**config.mk**
```make
export PLATFORM = sky130hd
export DESIGN_NAME = psm_mode_select
export DESIGN_NICKNAME = d
export VERILOG_FILES = /design/src/design/psm_pkg.sv /design/src/design/psm_call_timer.sv /design/src/design/psm_mode_select.sv
export SDC_FILE = /design/constraint.sdc
export NUM_CORES = 1
export LEC_CHECK = 0
export BUFFER_PORTS_ARGS = -buffer_cell sky130_fd_sc_hd__clkbuf_2
export CAP_MARGIN = 20
export CORE_MARGIN = 8
export CORE_UTILIZATION = 35
export DETAILED_ROUTE_END_ITERATION = 10
export PLACE_DENSITY = 0.64
export SYNTH_ARGS = -nofsm -noshare
export SYNTH_HDL_FRONTEND = slang
export SYNTH_SLANG_ARGS = --single-unit
```
**constraint.sdc**
```tcl
create_clock -name sys_clk -period 1.2 [get_ports sys_clk]
set_input_delay 0.12 -clock sys_clk [delete_from_list [all_inputs] [get_ports sys_clk]]
set_output_delay 0.12 -clock sys_clk [all_outputs]
set_load 0.01 [all_outputs]
```
**src/design/psm_pkg.sv**
```systemverilog
package psm_pkg;
   // Register layout
   localparam int REG_W = 4;
   localparam logic [3:0] SBMS_RESET = 4'h8;
   localparam int MODE_BIT = 3;
   localparam int BANK_LSB = 0;
   localparam int BANK_W = 2;
   localparam logic [1:0] BANK_ZERO = 2'h0;
   // Stack frame sizes in bytes
   localparam logic [1:0] FRAME_16K = 2'h2;
   localparam logic [1:0] FRAME_32K = 2'h3;
   // Machine cycles per call kind
   localparam logic [2:0] CYC_LONG_16K = 3'h3;
   localparam logic [2:0] CYC_LONG_32K = 3'h4;
   localparam logic [2:0] CYC_FAR_16K = 3'h2;
   localparam logic [2:0] CYC_FAR_32K = 3'h3;
   // Program counter
   localparam int PC_W = 15;
   localparam int PC_HI_BIT = 14;
   // Call kinds
   typedef enum logic [1:0] {
      PSM_CALL_LONG,
      PSM_CALL_TABLE,
      PSM_CALL_FAR
   } psm_call_t;
endpackage : psm_pkg

```
**src/design/psm_call_timer.sv**
```systemverilog
`timescale 1ns/1ps
module psm_call_timer (
   input wire logic sys_clk,
   input wire logic rst_b,
   input wire logic start,
   input wire logic [2:0] cycles,
   output logic busy,
   output logic done
);
   logic [2:0] count;
   logic [2:0] next_count;
   logic next_busy;
   logic next_done;

   // Counts machine cycles of one call
   always_comb begin
      next_count = count;
      next_busy = busy;
      next_done = 1'b0;
      if (busy) begin
         if (count == 3'h1) begin
            next_busy = 1'b0;
            next_done = 1'b1;
            next_count = 3'h0;
         end else begin
            next_count = count - 3'h1;
         end
      end else if (start) begin
         next_count = cycles;
         next_busy = 1'b1;
      end
   end

   always_ff @(posedge sys_clk) begin
      if (!rst_b) begin
         count <= 3'h0;
         busy <= 1'b0;
         done <= 1'b0;
      end else begin
         count <= next_count;
         busy <= next_busy;
         done <= next_done;
      end
   end
endmodule : psm_call_timer

```
**src/design/psm_mode_select.sv**
```systemverilog
`timescale 1ns/1ps
// Notes on behaviour
// A subroutine call pushes a 2-byte frame in 16K mode and a 3-byte frame in 32K mode.
// In 16K mode the stack lives in RAM bank 0; in 32K mode it may be in banks 0 to 3.
// Long and table calls take 3 cycles in 16K mode and 4 in 32K; short far calls take 2 and 3.
// Program counter bit 14 is held at zero in 16K mode and loaded normally in 32K mode.
// The mode comes from the stack bank mode select register.
// That register is written as one 4-bit unit by memory manipulation instructions.
// Reset sets register bit 3 to 1, giving 16K mode with no software write needed.
// Software for 32K mode writes the register with upper bits zero and the bank in the low bits.
// Software for 32K mode makes no call and enables no interrupt before that write.
// The low two register bits pick the stack bank, forced to bank 0 in 16K mode.
module psm_mode_select (
   input wire logic sys_clk,
   input wire logic rst_b,
   input wire logic reg_wr,
   input wire logic [3:0] reg_wdata,
   input wire logic call_req,
   input wire psm_pkg::psm_call_t call_kind,
   input wire logic pc_load,
   input wire logic [14:0] pc_target,
   output logic [3:0] stack_bank_mode_select,
   output logic mode_16k,
   output logic [1:0] stack_bank,
   output logic [1:0] frame_bytes,
   output logic [2:0] call_cycles,
   output logic call_busy,
   output logic call_done,
   output logic [14:0] pc
);
   logic [3:0] next_sbms;
   logic next_mode_16k;
   logic [1:0] next_stack_bank;
   logic [1:0] next_frame_bytes;
   logic [2:0] next_call_cycles;
   logic [2:0] req_cycles;
   logic call_accept;
   logic timer_busy;
   logic timer_done;
   logic [14:0] next_pc;

   // Register value after an optional whole-unit write
   function automatic logic [3:0] write_of(input logic [3:0] old, input logic wr, input logic [3:0] data);
      logic [3:0] v;
      v = old;
      if (wr) begin
         v = data;
      end
      return v;
   endfunction : write_of

   // Mode bit of a register value
   function automatic logic mode_of(input logic [3:0] value);
      logic m;
      m = value[psm_pkg::MODE_BIT];
      return m;
   endfunction : mode_of

   // Stack bank held by a register value
   function automatic logic [1:0] bank_of(input logic [3:0] value);
      logic [1:0] b;
      b = psm_pkg::BANK_ZERO;
      if (mode_of(value)) begin
         b = psm_pkg::BANK_ZERO;
      end else begin
         b = value[psm_pkg::BANK_LSB +: psm_pkg::BANK_W];
      end
      return b;
   endfunction : bank_of

   // Return frame size in bytes
   function automatic logic [1:0] frame_of(input logic m16);
      logic [1:0] f;
      f = psm_pkg::FRAME_32K;
      if (m16) begin
         f = psm_pkg::FRAME_16K;
      end else begin
         f = psm_pkg::FRAME_32K;
      end
      return f;
   endfunction : frame_of

   // Machine cycles of one call
   function automatic logic [2:0] cycles_for(input psm_pkg::psm_call_t kind, input logic m16);
      logic [2:0] c;
      c = psm_pkg::CYC_LONG_32K;
      case (kind)
         psm_pkg::PSM_CALL_LONG: begin
            c = m16 ? psm_pkg::CYC_LONG_16K : psm_pkg::CYC_LONG_32K;
         end
         psm_pkg::PSM_CALL_TABLE: begin
            c = m16 ? psm_pkg::CYC_LONG_16K : psm_pkg::CYC_LONG_32K;
         end
         psm_pkg::PSM_CALL_FAR: begin
            c = m16 ? psm_pkg::CYC_FAR_16K : psm_pkg::CYC_FAR_32K;
         end
         default: begin
            c = m16 ? psm_pkg::CYC_LONG_16K : psm_pkg::CYC_LONG_32K;
         end
      endcase
      return c;
   endfunction : cycles_for

   // Program counter after an optional load
   function automatic logic [14:0] load_of(input logic [14:0] old, input logic ld, input logic [14:0] target);
      logic [14:0] v;
      v = old;
      if (ld) begin
         v = target;
      end
      return v;
   endfunction : load_of

   // Program counter with bit 14 cleared in 16K mode
   function automatic logic [14:0] pc_fix(input logic [14:0] value, input logic m16);
      logic [14:0] p;
      p = value;
      if (m16) begin
         p[psm_pkg::PC_HI_BIT] = 1'b0;
      end
      return p;
   endfunction : pc_fix

   // Stack bank mode select register
   always_comb begin
      next_sbms = write_of(stack_bank_mode_select, reg_wr, reg_wdata);
   end

   always_ff @(posedge sys_clk) begin
      if (!rst_b) begin
         stack_bank_mode_select <= psm_pkg::SBMS_RESET;
      end else begin
         stack_bank_mode_select <= next_sbms;
      end
   end

   // Mode follows the register, same-edge write included
   always_comb begin
      next_mode_16k = mode_of(next_sbms);
   end

   always_ff @(posedge sys_clk) begin
      if (!rst_b) begin
         mode_16k <= mode_of(psm_pkg::SBMS_RESET);
      end else begin
         mode_16k <= next_mode_16k;
      end
   end

   // Stack bank follows the register
   always_comb begin
      next_stack_bank = bank_of(next_sbms);
   end

   always_ff @(posedge sys_clk) begin
      if (!rst_b) begin
         stack_bank <= bank_of(psm_pkg::SBMS_RESET);
      end else begin
         stack_bank <= next_stack_bank;
      end
   end

   // Frame size follows the mode
   always_comb begin
      next_frame_bytes = frame_of(next_mode_16k);
   end

   always_ff @(posedge sys_clk) begin
      if (!rst_b) begin
         frame_bytes <= frame_of(mode_of(psm_pkg::SBMS_RESET));
      end else begin
         frame_bytes <= next_frame_bytes;
      end
   end

   // Call cycle count
   // Taken from the mode held before any same-edge write, so a call never sees a half-written mode
   assign req_cycles = cycles_for(call_kind, mode_of(stack_bank_mode_select));
   // A request while the timer runs is ignored
   assign call_accept = call_req && !timer_busy;

   always_comb begin
      next_call_cycles = call_cycles;
      if (call_accept) begin
         next_call_cycles = req_cycles;
      end
   end

   always_ff @(posedge sys_clk) begin
      if (!rst_b) begin
         call_cycles <= 3'h0;
      end else begin
         call_cycles <= next_call_cycles;
      end
   end

   // Call timer
   psm_call_timer u_timer (
      .sys_clk(sys_clk),
      .rst_b(rst_b),
      .start(call_accept),
      .cycles(req_cycles),
      .busy(timer_busy),
      .done(timer_done)
   );

   // Busy and done come straight from the timer's flops
   assign call_busy = timer_busy;
   assign call_done = timer_done;

   // Program counter, bit 14 follows the mode after any same-edge write
   always_comb begin
      next_pc = load_of(pc, pc_load, pc_target);
      next_pc = pc_fix(next_pc, next_mode_16k);
   end

   always_ff @(posedge sys_clk) begin
      if (!rst_b) begin
         pc <= 15'h0000;
      end else begin
         pc <= next_pc;
      end
   end
endmodule : psm_mode_select

```
Word level (Yosys, flattened, before mapping)
Index checks and enable logic that the tools add are counted.
W data, S select, Z words.
{"block": "classes", "n_addsub": 1, "n_eq_ne": 2, "mux": 12, "n_bitwise": 1, "n_reduce_logical": 5}
{"cell": "$mux W3", "n": 5}
{"cell": "$mux W1", "n": 6}
{"cell": "$mux W4", "n": 1}
{"cell": "$eq A3 B1 Y1 const B", "n": 1}
{"cell": "$sub A3 B1 Y3 const B", "n": 1}
{"cell": "$eq A2 B2 Y1 const B", "n": 1}
{"cell": "$reduce_and A2 Y1", "n": 1}
{"cell": "$reduce_bool A2 Y1", "n": 1}
{"cell": "$reduce_or A2 Y1", "n": 1}
{"cell": "$logic_and A1 B1 Y1", "n": 1}
{"cell": "$logic_not A1 Y1", "n": 1}
{"cell": "$not A1 Y1", "n": 1}
{"block": "word_totals", "ff_bits": 32, "input_bits": 26, "output_inout_bits": 29}

Longest topological paths before layout
{"block": "logic_depth", "word_depth": 4, "mapped_depth": 5, "mapped_depth_nobuf": 5}

Modules after synthesis
Synthesis repeated with hierarchy kept, for this count alone.
{"block": "unflattened", "cells_unflattened": 116, "hier_area_um2": 1237.4}
{"mod": "psm_mode_select", "instances": 1, "cells_each": 87, "area_each_um2": 979.7}
{"mod": "psm_call_timer", "instances": 1, "cells_each": 29, "area_each_um2": 257.7}

Worst setup path after synthesis
OpenSTA, ideal clock, no wires.
{"block": "synth_path", "kind": "register to register", "from": "register stack_bank_mode_select[3]", "to": "register u_timer.count[0]", "arrival_time_ps": 1104, "required_ps": 1085, "slack_ps": -18, "path_stages_with_launch": 6, "period_less_slack_ps": 1218, "path_cell_list": "dfxtp_1 -> inv_1 -> ha_1 -> mux2i_1 -> nor2_1 -> o21a_1"}
{"block": "synth_between", "elab_chain_len": 4}
{"element": "from (decl)", "line": "psm_mode_select.sv:22", "rtl": "output logic [3:0] stack_bank_mode_select,"}
{"element": "from (signal assigned)", "line": "psm_mode_select.sv:131", "rtl": "stack_bank_mode_select <= psm_pkg::SBMS_RESET;"}
{"element": "from (signal assigned)", "line": "psm_mode_select.sv:133", "rtl": "stack_bank_mode_select <= next_sbms;"}
{"element": "$mux W3 / $mux W1 (equally long branches)"}
{"element": "$mux W3 *"}
{"element": "via req_cycles[0]", "line": "psm_mode_select.sv:36", "rtl": "logic [2:0] req_cycles;"}
{"element": "$mux W3 *", "line": "psm_call_timer.sv:28", "rtl": "end else if (start) begin"}
{"element": "$mux W3 *", "line": "psm_call_timer.sv:20", "rtl": "if (busy) begin"}
{"element": "to (signal assigned)", "line": "psm_call_timer.sv:40", "rtl": "count <= next_count;"}
{"element": "to (decl)", "line": "psm_call_timer.sv:10", "rtl": "logic [2:0] count;"}
The timed path passes the listed nets; every way through them passes the cells marked *. The select of a mux whose other input is x is not followed.
A chain may end at the register's enable or synchronous reset.

Final worst setup path
Ends and elaborated chain as after synthesis.

==> impl_metrics.csv <==
group,metric,value,unit
outcome,status,"complete, no violations",
route,wl_per_cell,12.6,um
route,vias_per_cell,4.34,
timing,final_max_slew_viol_count,0,
worst_setup_path,crit_arrival,1.36,ns
logic_synthesis,ys_warnings,0,
worst_setup_path,cp_data_required_time,1.42,ns
pwr,leakage,0.795,nW
pwr,worst_ir_drop_vdd,0.754,mV
global_routing,grt_antenna_before_repair,0,
layout,layout_stage_area_growth_over_the_synthesis_result,28.5,%
logic_synthesis,dominant_combinational_cell_family_by_area_after_synthesis,"multiplexers",
worst_setup_path,type_of_the_setup_path_with_the_least_slack,"reg -> reg",
logic_synthesis,synth.net_count,143,
logic_synthesis,synth_simple_gate_area_frac,0.169,
timing,final_setup_fails,0,
clock_tree,clk_path_buf_depth,2,
global_routing,global_route.usage.total,0.0965,
route,antenna_left,0,
worst_setup_path,cp-start-kind,"register",
logic_synthesis,synth-seq-cells,30,
global_routing,grt_overflow,0,
worst_setup_path,crit_fanout,3,
timing,final.hold.worst_slack,0.0507,ns
layout,multi_input_comb_area,562,um2
pwr,powerDensity,1280,nW/um2
layout,fill_cells,346,
route,drc_errors,0,
logic_synthesis,synthMostInstantiatedCell,"sky130_fd_sc_hd__dfxtp_1",
flow_run,cap_violations,0,
route,dr_total_vias,916,
placed_design,place_congestion,0.742,
logic_synthesis,synth_compound_gate_area_share,0.0626,
route,postRouteWirelength,2.65,mm
logic_synthesis,synth.yosys.seq_area_share,0.493,
logic_synthesis,synth_commonest_cells,"30 x sky130_fd_sc_hd__dfxtp_1, 21 x sky130_fd_sc_hd__mux2i_1, 21 x sky130_fd_sc_hd__nor2b_1",
logic_synthesis,yosys.area.top_type_share,0.493,
global_routing,number_of_global_route_vias_before_repair,955,
clock_tree,clkSlewWorstSetupHoldPaths,0.09,ns
placed_design,portBuffers,53,
timing,grt_setup_unrepaired,"false",
route,drt_iter0_drc,19,
timing,timing.final.hold_violations,0,
floorplanning,die_x,75.0,um
layout,register_area,604,um2
floorplanning,floorplan.die_area,5630,um2
timing,layout_worst_path_cycle_share,0.952,
logic_synthesis,synth_top_area_cell,"sky130_fd_sc_hd__dfxtp_1",
timing,fin_crit,1.14,ns
global_routing,grt_max_degree,27,
route,drt_first_pass_iters,4,
logic_synthesis,asyncSetResetFlopFracSynth,0,
clock_tree,insertion_delay,0.32,ns
floorplanning,die-height,75.0,um
logic_synthesis,synth_mux_area_frac,0.172,
logic_synthesis,avgSynthCellArea,10.8,um2
worst_hold_path,hp-class,"in -> reg",
global_routing,grt_pass1_wl,4.11,mm
floorplanning,std_cell_rows,21,
layout,n_antenna_cell,0,
layout,nNetsFinal,196,
floorplanning,start_util,0.365,
timing,max_clock_freq,0.876,GHz
logic_synthesis,synth_xor_area_frac,0,
clock_tree,tritoncts_clock_tree,"built",
logic_synthesis,synth_edf_count,0,
layout,drive_above_1_share,0.412,
logic_synthesis,synth_flop_cell,"sky130_fd_sc_hd__dfxtp_1",
clock_tree,htreeDepth,2,
timing,worst_clock_skew,0.00462,ns
logic_synthesis,synth.lib_cells_used.distinct,22,
clock_tree,cts-buffers-inserted,5,
clock_tree,cts_hold_buf,0,
clock_tree,cts-root-buf,"sky130_fd_sc_hd__clkbuf_4",
logic_synthesis,syn-cell-area,1220,um2
placed_design,post-dp-hpwl,2.06,mm
timing,setup_tns,0,ns
floorplanning,placeableCoreArea,3340,um2
logic_synthesis,syn_inst,113,
logic_synthesis,synth.area.top_cells,"sky130_fd_sc_hd__dfxtp_1 49%, sky130_fd_sc_hd__mux2i_1 17%, sky130_fd_sc_hd__nor2b_1 11%",
pwr,fin_total_pwr,2.00,mW
worst_setup_path,critPathCaptureType,"register",
clock_tree,clkSinkCount,30,
logic_synthesis,yosys.area_share.adder,0.0411,
floorplanning,ios,55,
==> layout by cell type, fill, tap and decap left out <==
master,instances
sky130_fd_sc_hd__a211oi_1,1
sky130_fd_sc_hd__and3_1,1
sky130_fd_sc_hd__buf_4,1
sky130_fd_sc_hd__clkbuf_2,53
sky130_fd_sc_hd__clkbuf_4,5
sky130_fd_sc_hd__clkbuf_8,1
sky130_fd_sc_hd__conb_1,1
sky130_fd_sc_hd__dfxtp_1,27
sky130_fd_sc_hd__dfxtp_2,3
sky130_fd_sc_hd__ha_1,3
sky130_fd_sc_hd__ha_4,1
sky130_fd_sc_hd__inv_1,5
sky130_fd_sc_hd__mux2i_1,21
sky130_fd_sc_hd__nand2_1,4
sky130_fd_sc_hd__nand2b_1,1
sky130_fd_sc_hd__nor2_1,5
sky130_fd_sc_hd__nor2b_1,20
sky130_fd_sc_hd__nor2b_2,1
sky130_fd_sc_hd__nor2b_4,1
sky130_fd_sc_hd__nor3b_1,2
sky130_fd_sc_hd__o211a_1,2
sky130_fd_sc_hd__o211ai_2,1
sky130_fd_sc_hd__o21a_1,2
sky130_fd_sc_hd__o21ai_0,2
sky130_fd_sc_hd__o221a_2,1
==> cells by family after synthesis <==
group,count (synthesis)
mux,21
other cells,1
fa+ha+maj,4
compound gates,9
simple gates,35
flops,30
buf+inv,13
==> final timing paths <==
path / from / to / slack [ns] / depth (start not counted)
worst max register to register: stack_bank_mode_select[3]$_SDFF_PN1_ / u_timer.count[0]$_SDFFE_PN0P_ / 0.06 / 5
worst max-delay path: stack_bank_mode_select[3]$_SDFF_PN1_ / u_timer.count[0]$_SDFFE_PN0P_ / 0.06 / 5
worst min-delay path: pc_target[14] / pc[14]$_SDFFE_PP0P_ / 0.05 / 3
worst min register to register: pc[14]$_SDFFE_PP0P_ / pc[14]$_SDFFE_PP0P_ / 0.51 / 2
==> routing by layer <==
layer  track usage  wire, um
met1        0.0995      1090
met2         0.155      1210
met3        0.0493       299
met4        0.0522        52
met5             0         0
==> critical path, stage by stage (launching register included) <==
cell and delay [ns]:
sky130_fd_sc_hd__dfxtp_2 0.33, sky130_fd_sc_hd__inv_1 0.13, sky130_fd_sc_hd__ha_4 0.22, sky130_fd_sc_hd__mux2i_1 0.13, sky130_fd_sc_hd__nor2_1 0.05, sky130_fd_sc_hd__o21a_1 0.18
==> registers in the layout, indices dropped and copies added (netlist names) <==
register and cells:
u_timer.busy 1, frame_bytes 1, call_cycles 3, stack_bank 2, u_timer.count 3, u_timer.done 1, stack_bank_mode_select 4, pc 15
==> report_power, final <==
| group | internal (mW) | switching (mW) | total [mW] |
|---|---|---|---|
| Clock | 0.263 | 0.307 | 0.570 |
| Combinational | 0.167 | 0.159 | 0.326 |
| Sequential | 1.06 | 0.0414 | 1.10 |
| Total | 1.49 | 0.508 | 2.00 |
==> through the flow <==
| stage | setup slack [ns] | std cells | utilization | instance area (um2) |
|---|---|---|---|---|
| CTS | 0.00436 | 210 | 0.462 | 1540 |
| detailed placement | 0.0129 | 204 | 0.447 | 1490 |
| global placement | 0.0360 | 204 | 0.447 | 1490 |
| floorplan | 0.0354 | 113 | - | 1220 |
| global route | 0.000152 | 211 | 0.469 | 1570 |
| finish | 0.0579 | 211 | 0.469 | 1570 |
==> timing repair <==
action,4_1_cts,5_1_grt
pin swaps,0,1
setup buffers,0,1
setup endpoints to repair,2,2
resized for setup,1,3
==> final cells by class <==
class / count / share of cell area
inverter: 5 / 0.0120
multi-input combinational: 70 / 0.359
clock buffer: 6 / 0.0327
sequential: 30 / 0.386
tap: 46 / 0.0367
timing repair buffer: 54 / 0.174
Power figures use the tool's default switching activity.
